--- src/rtl/itio_defs.vh ---
// constants for the interval timer and io port block
`ifndef ITIO_DEFS_VH
`define ITIO_DEFS_VH
`define ITIO_ADDR_PORTA      10'h280
`define ITIO_ADDR_PORTA_DIR  10'h281
`define ITIO_ADDR_SWITCH     10'h282
`define ITIO_ADDR_SWITCH_DIR 10'h283
`define ITIO_ADDR_TIMER      10'h284
`define ITIO_ADDR_IRQ_STAT   10'h285
`define ITIO_ADDR_IRQ_MASK   10'h286
`define ITIO_ADDR_LOAD_DIV1  10'h294
`define ITIO_ADDR_LOAD_DIV8  10'h295
`define ITIO_ADDR_LOAD_DIV64 10'h296
`define ITIO_ADDR_LOAD_DIV1K 10'h297
`define ITIO_RAM_BASE        10'h080
`define ITIO_RAM_TOP         10'h0ff
`define ITIO_SEL_DIV1        2'h0
`define ITIO_SEL_DIV8        2'h1
`define ITIO_SEL_DIV64       2'h2
`define ITIO_SEL_DIV1K       2'h3
`define ITIO_DIV1_LAST       10'h000
`define ITIO_DIV8_LAST       10'h007
`define ITIO_DIV64_LAST      10'h03f
`define ITIO_DIV1K_LAST      10'h3ff
`define ITIO_SWITCH_UNUSED   8'h34
`define ITIO_DIR_ALL_IN      8'h00
`define ITIO_IRQ_ZERO_BIT    0
`define ITIO_IRQ_LOAD_BIT    1
`endif

--- src/rtl/itio_ram.v ---
// scratch ram of the interval timer and io port block
module itio_ram #(
   parameter DEPTH  = 128,
   parameter AWIDTH = 7
) (
   // clock
   input  wire              i_sys_clk,
   // access
   input  wire              i_write,
   input  wire [AWIDTH-1:0] i_addr,
   input  wire [7:0]        i_wdata,
   output reg  [7:0]        o_rdata
);
   reg [7:0] mem [0:DEPTH-1];

   // contents not cleared by reset, as in the original part
   always @(posedge i_sys_clk) begin
      if (i_write) begin
         mem[i_addr] <= i_wdata;
      end
      o_rdata <= mem[i_addr];
   end
endmodule // itio_ram

--- src/rtl/itio_top.v ---
// interval timer, scratch ram and two parallel ports
//
// Overview of operation
// - prescaler counts one per system clock
// - four load addresses select interval 1/8/64/1024
// - count decrements once per full interval
// - hold zero one interval, wrap, fast count
// - reading count never disturbs the timer
// - 128 byte ram at 80 through ff
// - port a direction register, 1 means output
// - port a drives outputs, reads input pin levels and output drive
// - switch port input only, direction reads zero
// - switch port bit layout of console switches
// - port a inputs carry both joysticks
// - paddle triggers on port a 7,6,3,2
// - load addresses 294 to 297 decoded
`include "itio_defs.vh"
module itio_top #(
   parameter RAM_DEPTH = 128,
   parameter RAM_AW    = 7
) (
   // clock and reset
   input  wire       i_sys_clk,
   input  wire       i_reset,
   // register port
   input  wire [9:0] i_addr,
   input  wire [7:0] i_wdata,
   input  wire       i_write,
   input  wire       i_read,
   output reg  [7:0] o_rdata,
   // port a pins, joysticks, paddle triggers, keypad rows
   input  wire [7:0] i_port_a_pins,
   output reg  [7:0] o_port_a_pins,
   output reg  [7:0] o_port_a_oe,
   // console switches
   input  wire       i_right_player_pro,
   input  wire       i_left_player_pro,
   input  wire       i_colour,
   input  wire       i_select_n,
   input  wire       i_game_reset_n,
   // interrupt
   output wire       o_irq
);
   // address decode used at several places
   function is_addr;
      input [9:0] a;
      input [9:0] b;
      begin
         is_addr = (a == b);
      end
   endfunction

   // two stage synchronisers for every pin input
   localparam PA_WIDTH = 8;
   localparam SW_WIDTH = 5;
   reg  [PA_WIDTH-1:0] pa_meta;
   reg  [PA_WIDTH-1:0] pa_sync;
   reg  [SW_WIDTH-1:0] sw_meta;
   reg  [SW_WIDTH-1:0] sw_sync;
   wire [SW_WIDTH-1:0] sw_raw;
   genvar              gi;
   assign sw_raw = {i_right_player_pro, i_left_player_pro, i_colour,
                    i_select_n, i_game_reset_n};
   // only the second stage is read, the first may still be settling
   generate
      for (gi = 0; gi < PA_WIDTH; gi = gi + 1) begin : g_pa_sync
         always @(posedge i_sys_clk) begin
            pa_meta[gi] <= i_port_a_pins[gi];
            pa_sync[gi] <= pa_meta[gi];
         end
      end
      for (gi = 0; gi < SW_WIDTH; gi = gi + 1) begin : g_sw_sync
         always @(posedge i_sys_clk) begin
            sw_meta[gi] <= sw_raw[gi];
            sw_sync[gi] <= sw_meta[gi];
         end
      end
   endgenerate

   // switch port image, unused bits read zero
   wire [7:0] switch_image;
   wire       right_pro;
   wire       left_pro;
   wire       colour;
   wire       select_n;
   wire       game_reset_n;
   assign right_pro    = sw_sync[4];
   assign left_pro     = sw_sync[3];
   assign colour       = sw_sync[2];
   assign select_n     = sw_sync[1];
   assign game_reset_n = sw_sync[0];
   assign switch_image = {right_pro, left_pro, 2'b00, colour, 1'b0,
                          select_n, game_reset_n};

   // write decode
   wire load_div1;
   wire load_div8;
   wire load_div64;
   wire load_div1k;
   wire timer_load;
   wire in_ram;
   assign load_div1  = i_write & is_addr(i_addr, `ITIO_ADDR_LOAD_DIV1);
   assign load_div8  = i_write & is_addr(i_addr, `ITIO_ADDR_LOAD_DIV8);
   assign load_div64 = i_write & is_addr(i_addr, `ITIO_ADDR_LOAD_DIV64);
   assign load_div1k = i_write & is_addr(i_addr, `ITIO_ADDR_LOAD_DIV1K);
   assign timer_load = load_div1 | load_div8 | load_div64 | load_div1k;
   assign in_ram     = (i_addr >= `ITIO_RAM_BASE) && (i_addr <= `ITIO_RAM_TOP);

   wire wr_porta;
   wire wr_dir;
   wire wr_irq_stat;
   wire wr_irq_mask;
   assign wr_porta    = i_write & is_addr(i_addr, `ITIO_ADDR_PORTA);
   assign wr_dir      = i_write & is_addr(i_addr, `ITIO_ADDR_PORTA_DIR);
   assign wr_irq_stat = i_write & is_addr(i_addr, `ITIO_ADDR_IRQ_STAT);
   assign wr_irq_mask = i_write & is_addr(i_addr, `ITIO_ADDR_IRQ_MASK);

   // port a registers, one slice per pin
   localparam [PA_WIDTH-1:0] DIR_RESET = `ITIO_DIR_ALL_IN;
   reg        [PA_WIDTH-1:0] port_a_direction;

   generate
      for (gi = 0; gi < PA_WIDTH; gi = gi + 1) begin : g_pa_pin
         always @(posedge i_sys_clk) begin
            if (i_reset) begin
               port_a_direction[gi] <= DIR_RESET[gi];
               o_port_a_pins[gi]    <= 1'b0;
               o_port_a_oe[gi]      <= 1'b0;
            end else begin
               if (wr_dir) begin
                  port_a_direction[gi] <= i_wdata[gi];
               end
               // latch holds for input pins too, appears once switched out
               if (wr_porta) begin
                  o_port_a_pins[gi] <= i_wdata[gi];
               end
               o_port_a_oe[gi] <= wr_dir ? i_wdata[gi] : port_a_direction[gi];
            end
         end
      end
   endgenerate

   // interval timer
   reg  [7:0] timer_count;
   reg  [9:0] prescale;
   reg  [1:0] interval_sel;
   reg        fast_mode;
   reg  [9:0] interval_last;
   wire       tick;
   wire       underflow;
   // last prescaler value of each interval
   function [9:0] interval_end;
      input [1:0] sel;
      begin
         case (sel)
            `ITIO_SEL_DIV1:  interval_end = `ITIO_DIV1_LAST;
            `ITIO_SEL_DIV8:  interval_end = `ITIO_DIV8_LAST;
            `ITIO_SEL_DIV64: interval_end = `ITIO_DIV64_LAST;
            `ITIO_SEL_DIV1K: interval_end = `ITIO_DIV1K_LAST;
            default:         interval_end = `ITIO_DIV1_LAST;
         endcase
      end
   endfunction

   // interval select encoded from the load address that was hit
   function [1:0] load_select;
      input d1;
      input d8;
      input d64;
      begin
         if (d1) begin
            load_select = `ITIO_SEL_DIV1;
         end else if (d8) begin
            load_select = `ITIO_SEL_DIV8;
         end else if (d64) begin
            load_select = `ITIO_SEL_DIV64;
         end else begin
            load_select = `ITIO_SEL_DIV1K;
         end
      end
   endfunction

   wire       interval_done;
   always @* begin
      interval_last = interval_end(interval_sel);
   end
   // tick ends each full interval of system clocks
   assign interval_done = (prescale == interval_last);
   assign tick          = fast_mode | interval_done;
   // zero already held one interval when a tick finds it
   assign underflow = tick & (timer_count == 8'h00) & ~fast_mode;

   reg  [7:0] next_timer_count;
   reg  [9:0] next_prescale;
   reg  [1:0] next_interval_sel;
   reg        next_fast_mode;
   always @* begin
      next_timer_count  = timer_count;
      next_prescale     = prescale;
      next_interval_sel = interval_sel;
      next_fast_mode    = fast_mode;
      if (timer_load) begin
         // start count 1..255 is software's duty; 0 just underflows soon
         next_timer_count  = i_wdata;
         next_prescale     = 10'h000;
         next_fast_mode    = 1'b0;
         next_interval_sel = load_select(load_div1, load_div8, load_div64);
      end else begin
         next_prescale = tick ? 10'h000 : prescale + 10'h001;
         if (tick) begin
            next_timer_count = timer_count - 8'h01;
         end
         if (underflow) begin
            next_fast_mode = 1'b1;
         end
      end
   end

   // the count moves only on loads and ticks, never on reads
   always @(posedge i_sys_clk) begin
      if (i_reset) begin
         timer_count  <= 8'h00;
         prescale     <= 10'h000;
         interval_sel <= `ITIO_SEL_DIV1;
         fast_mode    <= 1'b0;
      end else begin
         timer_count  <= next_timer_count;
         prescale     <= next_prescale;
         interval_sel <= next_interval_sel;
         fast_mode    <= next_fast_mode;
      end
   end

   // scratch ram
   wire [7:0] ram_rdata;
   wire       ram_write;
   assign ram_write = i_write & in_ram;
   itio_ram #(
      .DEPTH  (RAM_DEPTH),
      .AWIDTH (RAM_AW)
   ) u_ram (
      .i_sys_clk (i_sys_clk),
      .i_write   (ram_write),
      .i_addr    (i_addr[RAM_AW-1:0]),
      .i_wdata   (i_wdata),
      .o_rdata   (ram_rdata)
   );

   // interrupt status: bit0 timer underflow, bit1 timer loaded
   reg  [1:0] irq_status;
   reg  [1:0] irq_mask;
   wire [1:0] irq_events;
   wire [1:0] irq_clear;
   wire       evt_underflow;
   wire       evt_load;
   assign evt_underflow = underflow;
   assign evt_load      = timer_load;
   assign irq_events = {evt_load, evt_underflow};
   assign irq_clear  = wr_irq_stat ? i_wdata[1:0] : 2'b00;

   // status bits stay set until software writes a one
   localparam IRQ_WIDTH = 2;
   generate
      for (gi = 0; gi < IRQ_WIDTH; gi = gi + 1) begin : g_irq_bit
         always @(posedge i_sys_clk) begin
            if (i_reset) begin
               irq_status[gi] <= 1'b0;
               irq_mask[gi]   <= 1'b0;
            end else begin
               // a new event beats a clear in the same cycle
               if (irq_events[gi]) begin
                  irq_status[gi] <= 1'b1;
               end else if (irq_clear[gi]) begin
                  irq_status[gi] <= 1'b0;
               end
               if (wr_irq_mask) begin
                  irq_mask[gi] <= i_wdata[gi];
               end
            end
         end
      end
   endgenerate
   assign o_irq = |(irq_status & irq_mask);

   // read path, data one cycle after the strobe
   reg       read_q;
   reg       ram_sel_q;
   reg [7:0] read_hold;
   wire [7:0] pa_read;
   // output pins read back their own drive, inputs their sampled level
   generate
      for (gi = 0; gi < PA_WIDTH; gi = gi + 1) begin : g_pa_read
         assign pa_read[gi] = port_a_direction[gi] ? o_port_a_pins[gi] :
                              pa_sync[gi];
      end
   endgenerate

   // the bus never waits, so every readable value is ready in one cycle
   reg  [7:0] next_read_hold;
   always @* begin
      case (i_addr)
         `ITIO_ADDR_PORTA:      next_read_hold = pa_read;
         `ITIO_ADDR_SWITCH:     next_read_hold = switch_image;
         `ITIO_ADDR_SWITCH_DIR: next_read_hold = `ITIO_DIR_ALL_IN;
         `ITIO_ADDR_TIMER:      next_read_hold = timer_count;
         `ITIO_ADDR_IRQ_STAT:   next_read_hold = {6'h00, irq_status};
         `ITIO_ADDR_IRQ_MASK:   next_read_hold = {6'h00, irq_mask};
         default:               next_read_hold = 8'h00;
      endcase
   end

   always @(posedge i_sys_clk) begin
      if (i_reset) begin
         read_q    <= 1'b0;
         ram_sel_q <= 1'b0;
         read_hold <= 8'h00;
      end else begin
         read_q    <= i_read;
         ram_sel_q <= i_read & in_ram;
         if (i_read) begin
            read_hold <= next_read_hold;
         end
      end
   end
   always @* begin
      if (!read_q) begin
         o_rdata = 8'h00;
      end else if (ram_sel_q) begin
         o_rdata = ram_rdata;
      end else begin
         o_rdata = read_hold;
      end
   end
endmodule // itio_top

--- config.mk ---
export PLATFORM = sky130hd
export DESIGN_NAME = itio_top
export DESIGN_NICKNAME = d
export VERILOG_FILES = /design/src/rtl/itio_ram.v /design/src/rtl/itio_top.v
export VERILOG_INCLUDE_DIRS = /design/src /design/src/rtl
export SDC_FILE = /design/constraint.sdc
export NUM_CORES = 1
export LEC_CHECK = 0
export ABC_AREA = 1
export BUFFER_PORTS_ARGS = -buffer_cell sky130_fd_sc_hd__buf_2
export CAP_MARGIN = 5
export CORE_MARGIN = 2
export CORE_UTILIZATION = 43
export DETAILED_ROUTE_END_ITERATION = 12
export PLACE_DENSITY = 0.6
export SYNTH_ARGS = -nofsm -noshare
export SYNTH_HDL_FRONTEND = slang
export SYNTH_SLANG_ARGS = --single-unit
--- constraint.sdc ---
create_clock -name i_sys_clk -period 2.3 [get_ports i_sys_clk]
set_input_delay 0.115 -clock i_sys_clk [delete_from_list [all_inputs] [get_ports i_sys_clk]]
set_output_delay 0.115 -clock i_sys_clk [all_outputs]
set_load 0.05 [all_outputs]
==> flow_summary.yaml, run 1 <==
cells_and_area:
  fin_cells: 5986
  nFillCells: 9289
  seqCellArea_um2: 32500
  fin_area_um2: 52900
  fin_util_pct: 50.4
  final_nets: 4538
  multi_input_area_um2: 11600
  final_cell_mix: "nand2_1 (2,051), edfxtp_1 (1,024), nor2_1 (313)"
  layout-drive-gt1-share_pct: 11.1
  area_growth_pct: 16.4
  final_common_cell: "nand2_1"
timing:
  slew_headroom_pct: 44.7
  fmax_ghz: 0.443
  post-route-period-util_pct: 98.0
  hold_viol_final: 0
  finalCriticalPeriod_ns: 2.26
  setup_viol: 0
  slew_violations: 0
  setup_ws_ns: 0.0450
  grt_setup_unrepaired: "false"
  finClkSkew_ns: 0.0258
  worst_pin_slew_ns: 0.827
synthesis:
  synth.largest_area_cell: "edfxtp_1"
  ys_top_cells_by_area: "edfxtp_1 (68%), nand2_1 (17%), dfxtp_1 (3.7%)"
  synth_top_area_share_pct: 67.7
  async_flop_share_pct: 0
  synth_edf_count: 1024
  synth_cell_types: 38
  netlist_area_um2: 45400
  ys_seq_elements: 1109
  yosysWarnings: 0
  syn_area_per_cell_um2: 10.7
  synth-seq-area-share_pct: 71.5
  synth_ff_type: "edfxtp_1"
  netlist_instances: 4256
  syn-num-nets: 4293
run_status:
  status: "finished clean"
clock_network:
  cts_tree: "yes"
  cts_setup_buffers: 0
  h-tree-depth: 3
  clkSinkCount: 1109
  cts_buffers: 111
  cts-root-buf: "clkbuf_16"
  clk_pin_slew_ns: 0.06
  clockBufferDepth: 3
  clk_latency_ns: 0.71
setup_path:
  cp-start-kind: "input pin"
  arrival_ns: 2.58
  crit_required_ns: 2.63
  rr_startpoint: "u_ram.mem[54][2]"
  reg2reg_to: "u_ram.o_rdata[2]"
  crit_path_start: "i_write"
  end_kind: "flip-flop"
  critical_path_class: "input pin to flip-flop"
  reg2reg_slack_ns: 0.50
  r2r_cells: 12
  crit_fanout: 8
  crit_end: "u_ram.mem[50][3]"
power_and_ir_drop:
  ir_drop_v: 0.000698
  p_comb_share_pct: 6.7
  p_per_area_nw_per_um2: 810
  p_switching_mw: 9.78
  total_power_mw: 42.9
  internal_power_mw: 33.1
  leakage_nw: 20.5
  p_sw_share_pct: 22.8
  p_seq_share_pct: 51.8
  clkPwrFrac_pct: 41.5
grt:
  grt_start_max_net_pins: 88
  overflow: 0
  grt_pass1_wl_um: 191000
  antenna_found_initial: 5
  grt_use_total_pct: 23.6
  grt_pass1_vias: 30662
placement:
  dp_worst_setup_slack_ns: -0.358
  globalplace.congestion: 0.894
  dp.cells: 5753
  place_area_um2: 49100
  place_hpwl_um: 80500
  place.port_buffers: 59
die:
  start_util_pct: 43.3
  io-pin-count: 60
  die_x_um: 329
  die_area_um2: 108000
  rows: 119
  coreArea_um2: 105000
  dieHeight_um: 329
drt:
  route.detailed.drc: 0
  dr.pass1.iters: 6
  drt-wirelength-per-cell_um: 21.4
  ant_nets: 0
  wl_um: 128000
  drt_iter0_drc: 3140
  avgViaCountPerCell: 5.23
  vias: 31283
run:
  timing.max_cap.violations: 0
worst_hold_path:
  hold_path_class: "input pin to flip-flop"
power groups by stage:
stage          Clock (mW)  Sequential (mW)  Combinational [mW]
3_5_place_dp            0             22.6                2.82
2_1_floorplan           0             22.6                1.45
6_report             17.8             22.2                2.87
3_3_place_gp            0             22.6                2.79
5_1_grt              18.8             22.2                3.12
4_1_cts              18.0             22.2                2.86
kinds of logic after synthesis:
family                     after synthesis  synth area share, %
muxes                                    8                0.198
DFF                                   1109                 71.5
and+or+nand+nor                       2686                 23.6
buffers and inverters                  307                 3.01
adders and majority gates                2               0.0551
xor gates and xnor gates                 9                0.174
AOI/OAI and AO/OA                      135                 1.54
worst min-delay path by stage:
stage	depth (start not counted)	startpoint	to
floorplan	0	i_port_a_pins[0]	pa_meta[0]
global placement	1	i_port_a_pins[2]	pa_meta[2]
detailed placement	1	i_right_player_pro	sw_meta[4]
CTS	1	i_wdata[7]	u_ram.mem[95][7]
global route	1	i_wdata[7]	u_ram.mem[95][7]
finish	1	i_wdata[7]	u_ram.mem[95][7]
registers in the layout, indices dropped and copies added, names as in the netlist, 5 cells and up:
| name | count |
|---|---|
| u_ram.mem | 1024 |
| prescale | 10 |
| o_port_a_pins | 8 |
| pa_meta | 8 |
| pa_sync | 8 |
| port_a_direction | 8 |
| read_hold | 8 |
| timer_count | 8 |
| u_ram.o_rdata | 8 |
| sw_meta | 5 |
what timing repair did:
| item | CTS | global route |
|---|---|---|
| endpoints found under the setup margin | 0 | 32 |
| hold buffers | 26 | 0 |
| resized for setup | 0 | 4 |
| endpoints found under the hold margin | 192 | 0 |
Yosys cell counts, types with 2 or more instances:
| library cell | count |
|---|---|
| nand3_1 | 207 |
| dfxtp_1 | 85 |
| o211ai_1 | 3 |
| nand2_2 | 2 |
| nor3b_1 | 2 |
| buf_1 | 21 |
| nor3_1 | 8 |
| o22ai_1 | 3 |
| mux2_2 | 8 |
| inv_2 | 9 |
| inv_1 | 87 |
| inv_4 | 2 |
| nor2_4 | 6 |
| nor2_1 | 317 |
| xor2_1 | 8 |
| clkbuf_1 | 55 |
| buf_4 | 15 |
| nor2_2 | 3 |
| a21oi_1 | 57 |
| o21ai_1 | 11 |
| o21ai_0 | 57 |
| nor4_4 | 3 |
| nand4_1 | 83 |
| buf_2 | 116 |
| nand2_1 | 2051 |
| edfxtp_1 | 1024 |
| ha_1 | 2 |
final cells by class:
cell class | instances | area share [%]
diodes | 2 | 0.00946
inverters | 99 | 0.738
clock inverters | 68 | 1.17
clock buffers | 137 | 5.54
flip-flops and latches | 1109 | 61.4
well taps | 1391 | 3.29
multi-input cells | 2840 | 22.0
repair buffers | 340 | 5.92
worst max-delay path: stages:
cell	delay (ns)
dlygate4sd3_1	0.52
buf_2	0.13
inv_1	0.06
nor2_1	0.35
inv_1	0.14
nor2_1	0.22
nand2_1	0.21
buf_12	0.20
nor2_1	0.63
per-layer routing:
layer  vias up  part of all wire [%]  track usage (%)
met4         6                   3.4             8.79
met5         -                 0.027                0
met3       244                   7.7             3.99
met1     15085                    42             31.5
li1      14716                     -                -
met2      1232                    47             39.0
stage by stage:
stage / hold slack (ns) / setup TNS [ns]
after CTS: 0.00369 / 0
after detailed placement: 0.221 / -130.57
final: 0.000737 / 0
after global routing: 0.0292 / 0
after global placement: 0.220 / -124.56
after floorplan: 0.143 / 0
Power figures use the tool's default switching activity.
==> run 2, diff against run 1 <==
--- a/config.mk
+++ b/config.mk
@@ -13,6 +13,7 @@
 export CORE_UTILIZATION = 43
 export DETAILED_ROUTE_END_ITERATION = 12
 export PLACE_DENSITY = 0.6
+export RECOVER_POWER = 50
 export SYNTH_ARGS = -nofsm -noshare
 export SYNTH_HDL_FRONTEND = slang
 export SYNTH_SLANG_ARGS = --single-unit
==> run 2 against run 1 <==
  * Sequential power about the same
  * Via count decreased by 0.21%
  * Sequential share of layout area increased by 0.28 points
  * Highest routed layer unchanged
  * Fmax decreased by 1.9%
  * The run now ends with max-capacitance violations, max-slew violations left
  * Combinational power decreased by 2%
  * Utilization decreased by 0.23 points
  * Cell area decreased by 0.46%
  * Critical path depth unchanged
  * Clock skew about the same
  * Hold slack improved by 0.061 ns
  * Critical endpoint unchanged
==> flow_summary.yaml, run 2 (synthesized netlist as in run 1, its figures left out) <==
cells_and_area:
  fin_cells: 5984
  final_common_cell: "nand2_1"
  area_growth_pct: 15.9
  largest_reg_flops: 1024
  nFillCells: 9333
  largest_register: "u_ram.mem"
  final_nets: 4538
  layout-drive-gt1-share_pct: 10.3
  multi_input_area_um2: 11600
  fin_area_um2: 52600
  final_cell_mix: "nand2_1 (2,051), edfxtp_1 (1,024), nor2_1 (315)"
  insertedDiodeCount: 0
  seqCellArea_um2: 32500
  reg.largest.list: "u_ram.mem (1024), prescale (10)"
timing:
  finClkSkew_ns: 0.0253
  finalCriticalPeriod_ns: 2.30
  hold_viol_final: 0
  worst_pin_slew_ns: 1.72
  fmax_ghz: 0.435
  finalSetupTns_ns: 0
  post-route-period-util_pct: 100
  setup_viol: 0
  slew_violations: 155
  grt_setup_unrepaired: "false"
  setup_ws_ns: 0.000426
  slew_headroom_pct: -14.6
die:
  coreArea_um2: 105000
  io-pin-count: 60
  start_util_pct: 43.3
  die_area_um2: 108000
  rows: 119
  dieHeight_um: 329
  die_x_um: 329
drt:
  met2_length_um: 60800
  drt-wirelength-per-cell_um: 21.4
  routedLengthMet1_um: 52600
  dr.pass1.iters: 5
  route.detailed.drc: 0
  ant_nets: 0
  drt_iter0_drc: 3220
  avgViaCountPerCell: 5.22
  top_layer_used: "met5"
  wl_um: 128000
  wl_met3_um: 10200
  vias: 31217
setup_path:
  arrival_ns: 2.63
  cp-start-kind: "input pin"
  cp_num_buf_inv: 5
  r2r_cells: 12
  reg2reg_to: "u_ram.o_rdata[2]"
  end_kind: "flip-flop"
  crit_top_cell: "nor2_1"
  critical_path_class: "input pin to flip-flop"
  crit_fanout: 8
  path_delay_family: "simple AND/OR/NAND/NOR gates"
  crit_path_top_delay_cell: "nor2_1"
  crit_chain: "dlygate4sd3_1 -> buf_2 -> inv_1 -> nor2_1 -> inv_1 -> nor2_1 -> nand2_1 -> buf_12 -> nor2_1"
  crit_required_ns: 2.63
  rr_startpoint: "u_ram.mem[54][2]"
  slowest_delay_ns: 0.63
  reg2reg_slack_ns: 0.53
grt:
  overflow: 0
  grt_start_max_net_pins: 88
  antenna_found_initial: 5
  grt_pass1_vias: 30662
  grt_pass1_wl_um: 191000
  grt_use_total_pct: 23.6
placement:
  dp.cells: 5753
  globalplace.congestion: 0.894
  dp_worst_setup_slack_ns: -0.358
  place_area_um2: 49100
  place.port_buffers: 59
  place_hpwl_um: 80500
clock_network:
  clkSinkCount: 1109
  cts_tree: "yes"
  cts-root-buf: "clkbuf_16"
  clk_latency_ns: 0.71
  cts_buffers: 111
  clk_pin_slew_ns: 0.06
  cts_setup_buffers: 0
  h-tree-depth: 3
  clockBufferDepth: 3
run:
  timing.max_cap.violations: 3
worst_hold_path:
  worstHoldEndpoint: "sw_meta[2]"
  hold_path_class: "input pin to flip-flop"
  hold_depth: 2
  hp-start: "i_colour"
power_and_ir_drop:
  ir_drop_v: 0.000700
  p_per_area_nw_per_um2: 813
  leakage_nw: 20.3
run_status:
  status: "finished with violations"
  violations: "max-capacitance violations, max-slew violations"
[run 2: final cells by class]
cell class | instances | area share (%)
Clock buffer | 137 | 5.57
Clock inverter | 68 | 1.17
Inverter | 99 | 0.742
Multi-Input combinational cell | 2840 | 22.0
Sequential cell | 1109 | 61.7
Tap cell | 1391 | 3.31
Timing Repair Buffer | 340 | 5.51
[run 2: worst max-delay path by stage]
| stage | to | cells after the start | startpoint |
|---|---|---|---|
| final | u_ram.mem[50][3] | 9 | i_write |
| after global routing | u_ram.mem[50][3] | 9 | i_write |
| after CTS | u_ram.mem[57][6] | 9 | i_write |
| after detailed placement | u_ram.mem[50][0] | 9 | i_addr[8] |
| after global placement | u_ram.mem[50][0] | 9 | i_addr[8] |
| after floorplan | u_ram.mem[69][0] | 7 | i_addr[1] |
[run 2: timing repair]
action | 4_1_cts | 5_1_grt
endpoints found under the setup margin | 0 | 32
endpoints found under the hold margin | 192 | 0
resized for setup | 0 | 4
hold buffers | 26 | 0
[run 2: metal layers]
metal	vias to the layer above	track usage [%]
met2	1270	39.0
li1	14718	-
met3	250	3.99
met5	-	0
met4	6	8.79
met1	14973	31.5
[run 2: metrics by stage]
| step | total power, mW | utilization [%] | hold slack (ns) |
|---|---|---|---|
| finish | 42.8 | 50.1 | 0.0619 |
| global route | 44.1 | 50.1 | 0.0552 |
| CTS | 43.1 | 50.4 | 0.00369 |
| detailed placement | 25.4 | 46.7 | 0.221 |
| global placement | 25.4 | 46.7 | 0.220 |
| floorplan | 24.0 | - | 0.143 |
[run 2: power breakdown]
| part | leakage (nW) | internal (mW) | switching [mW] |
|---|---|---|---|
| Clock | 1.75 | 10.2 | 7.64 |
| Combinational | 8.62 | 0.774 | 2.04 |
| Sequential | 9.90 | 22.1 | 0.0837 |
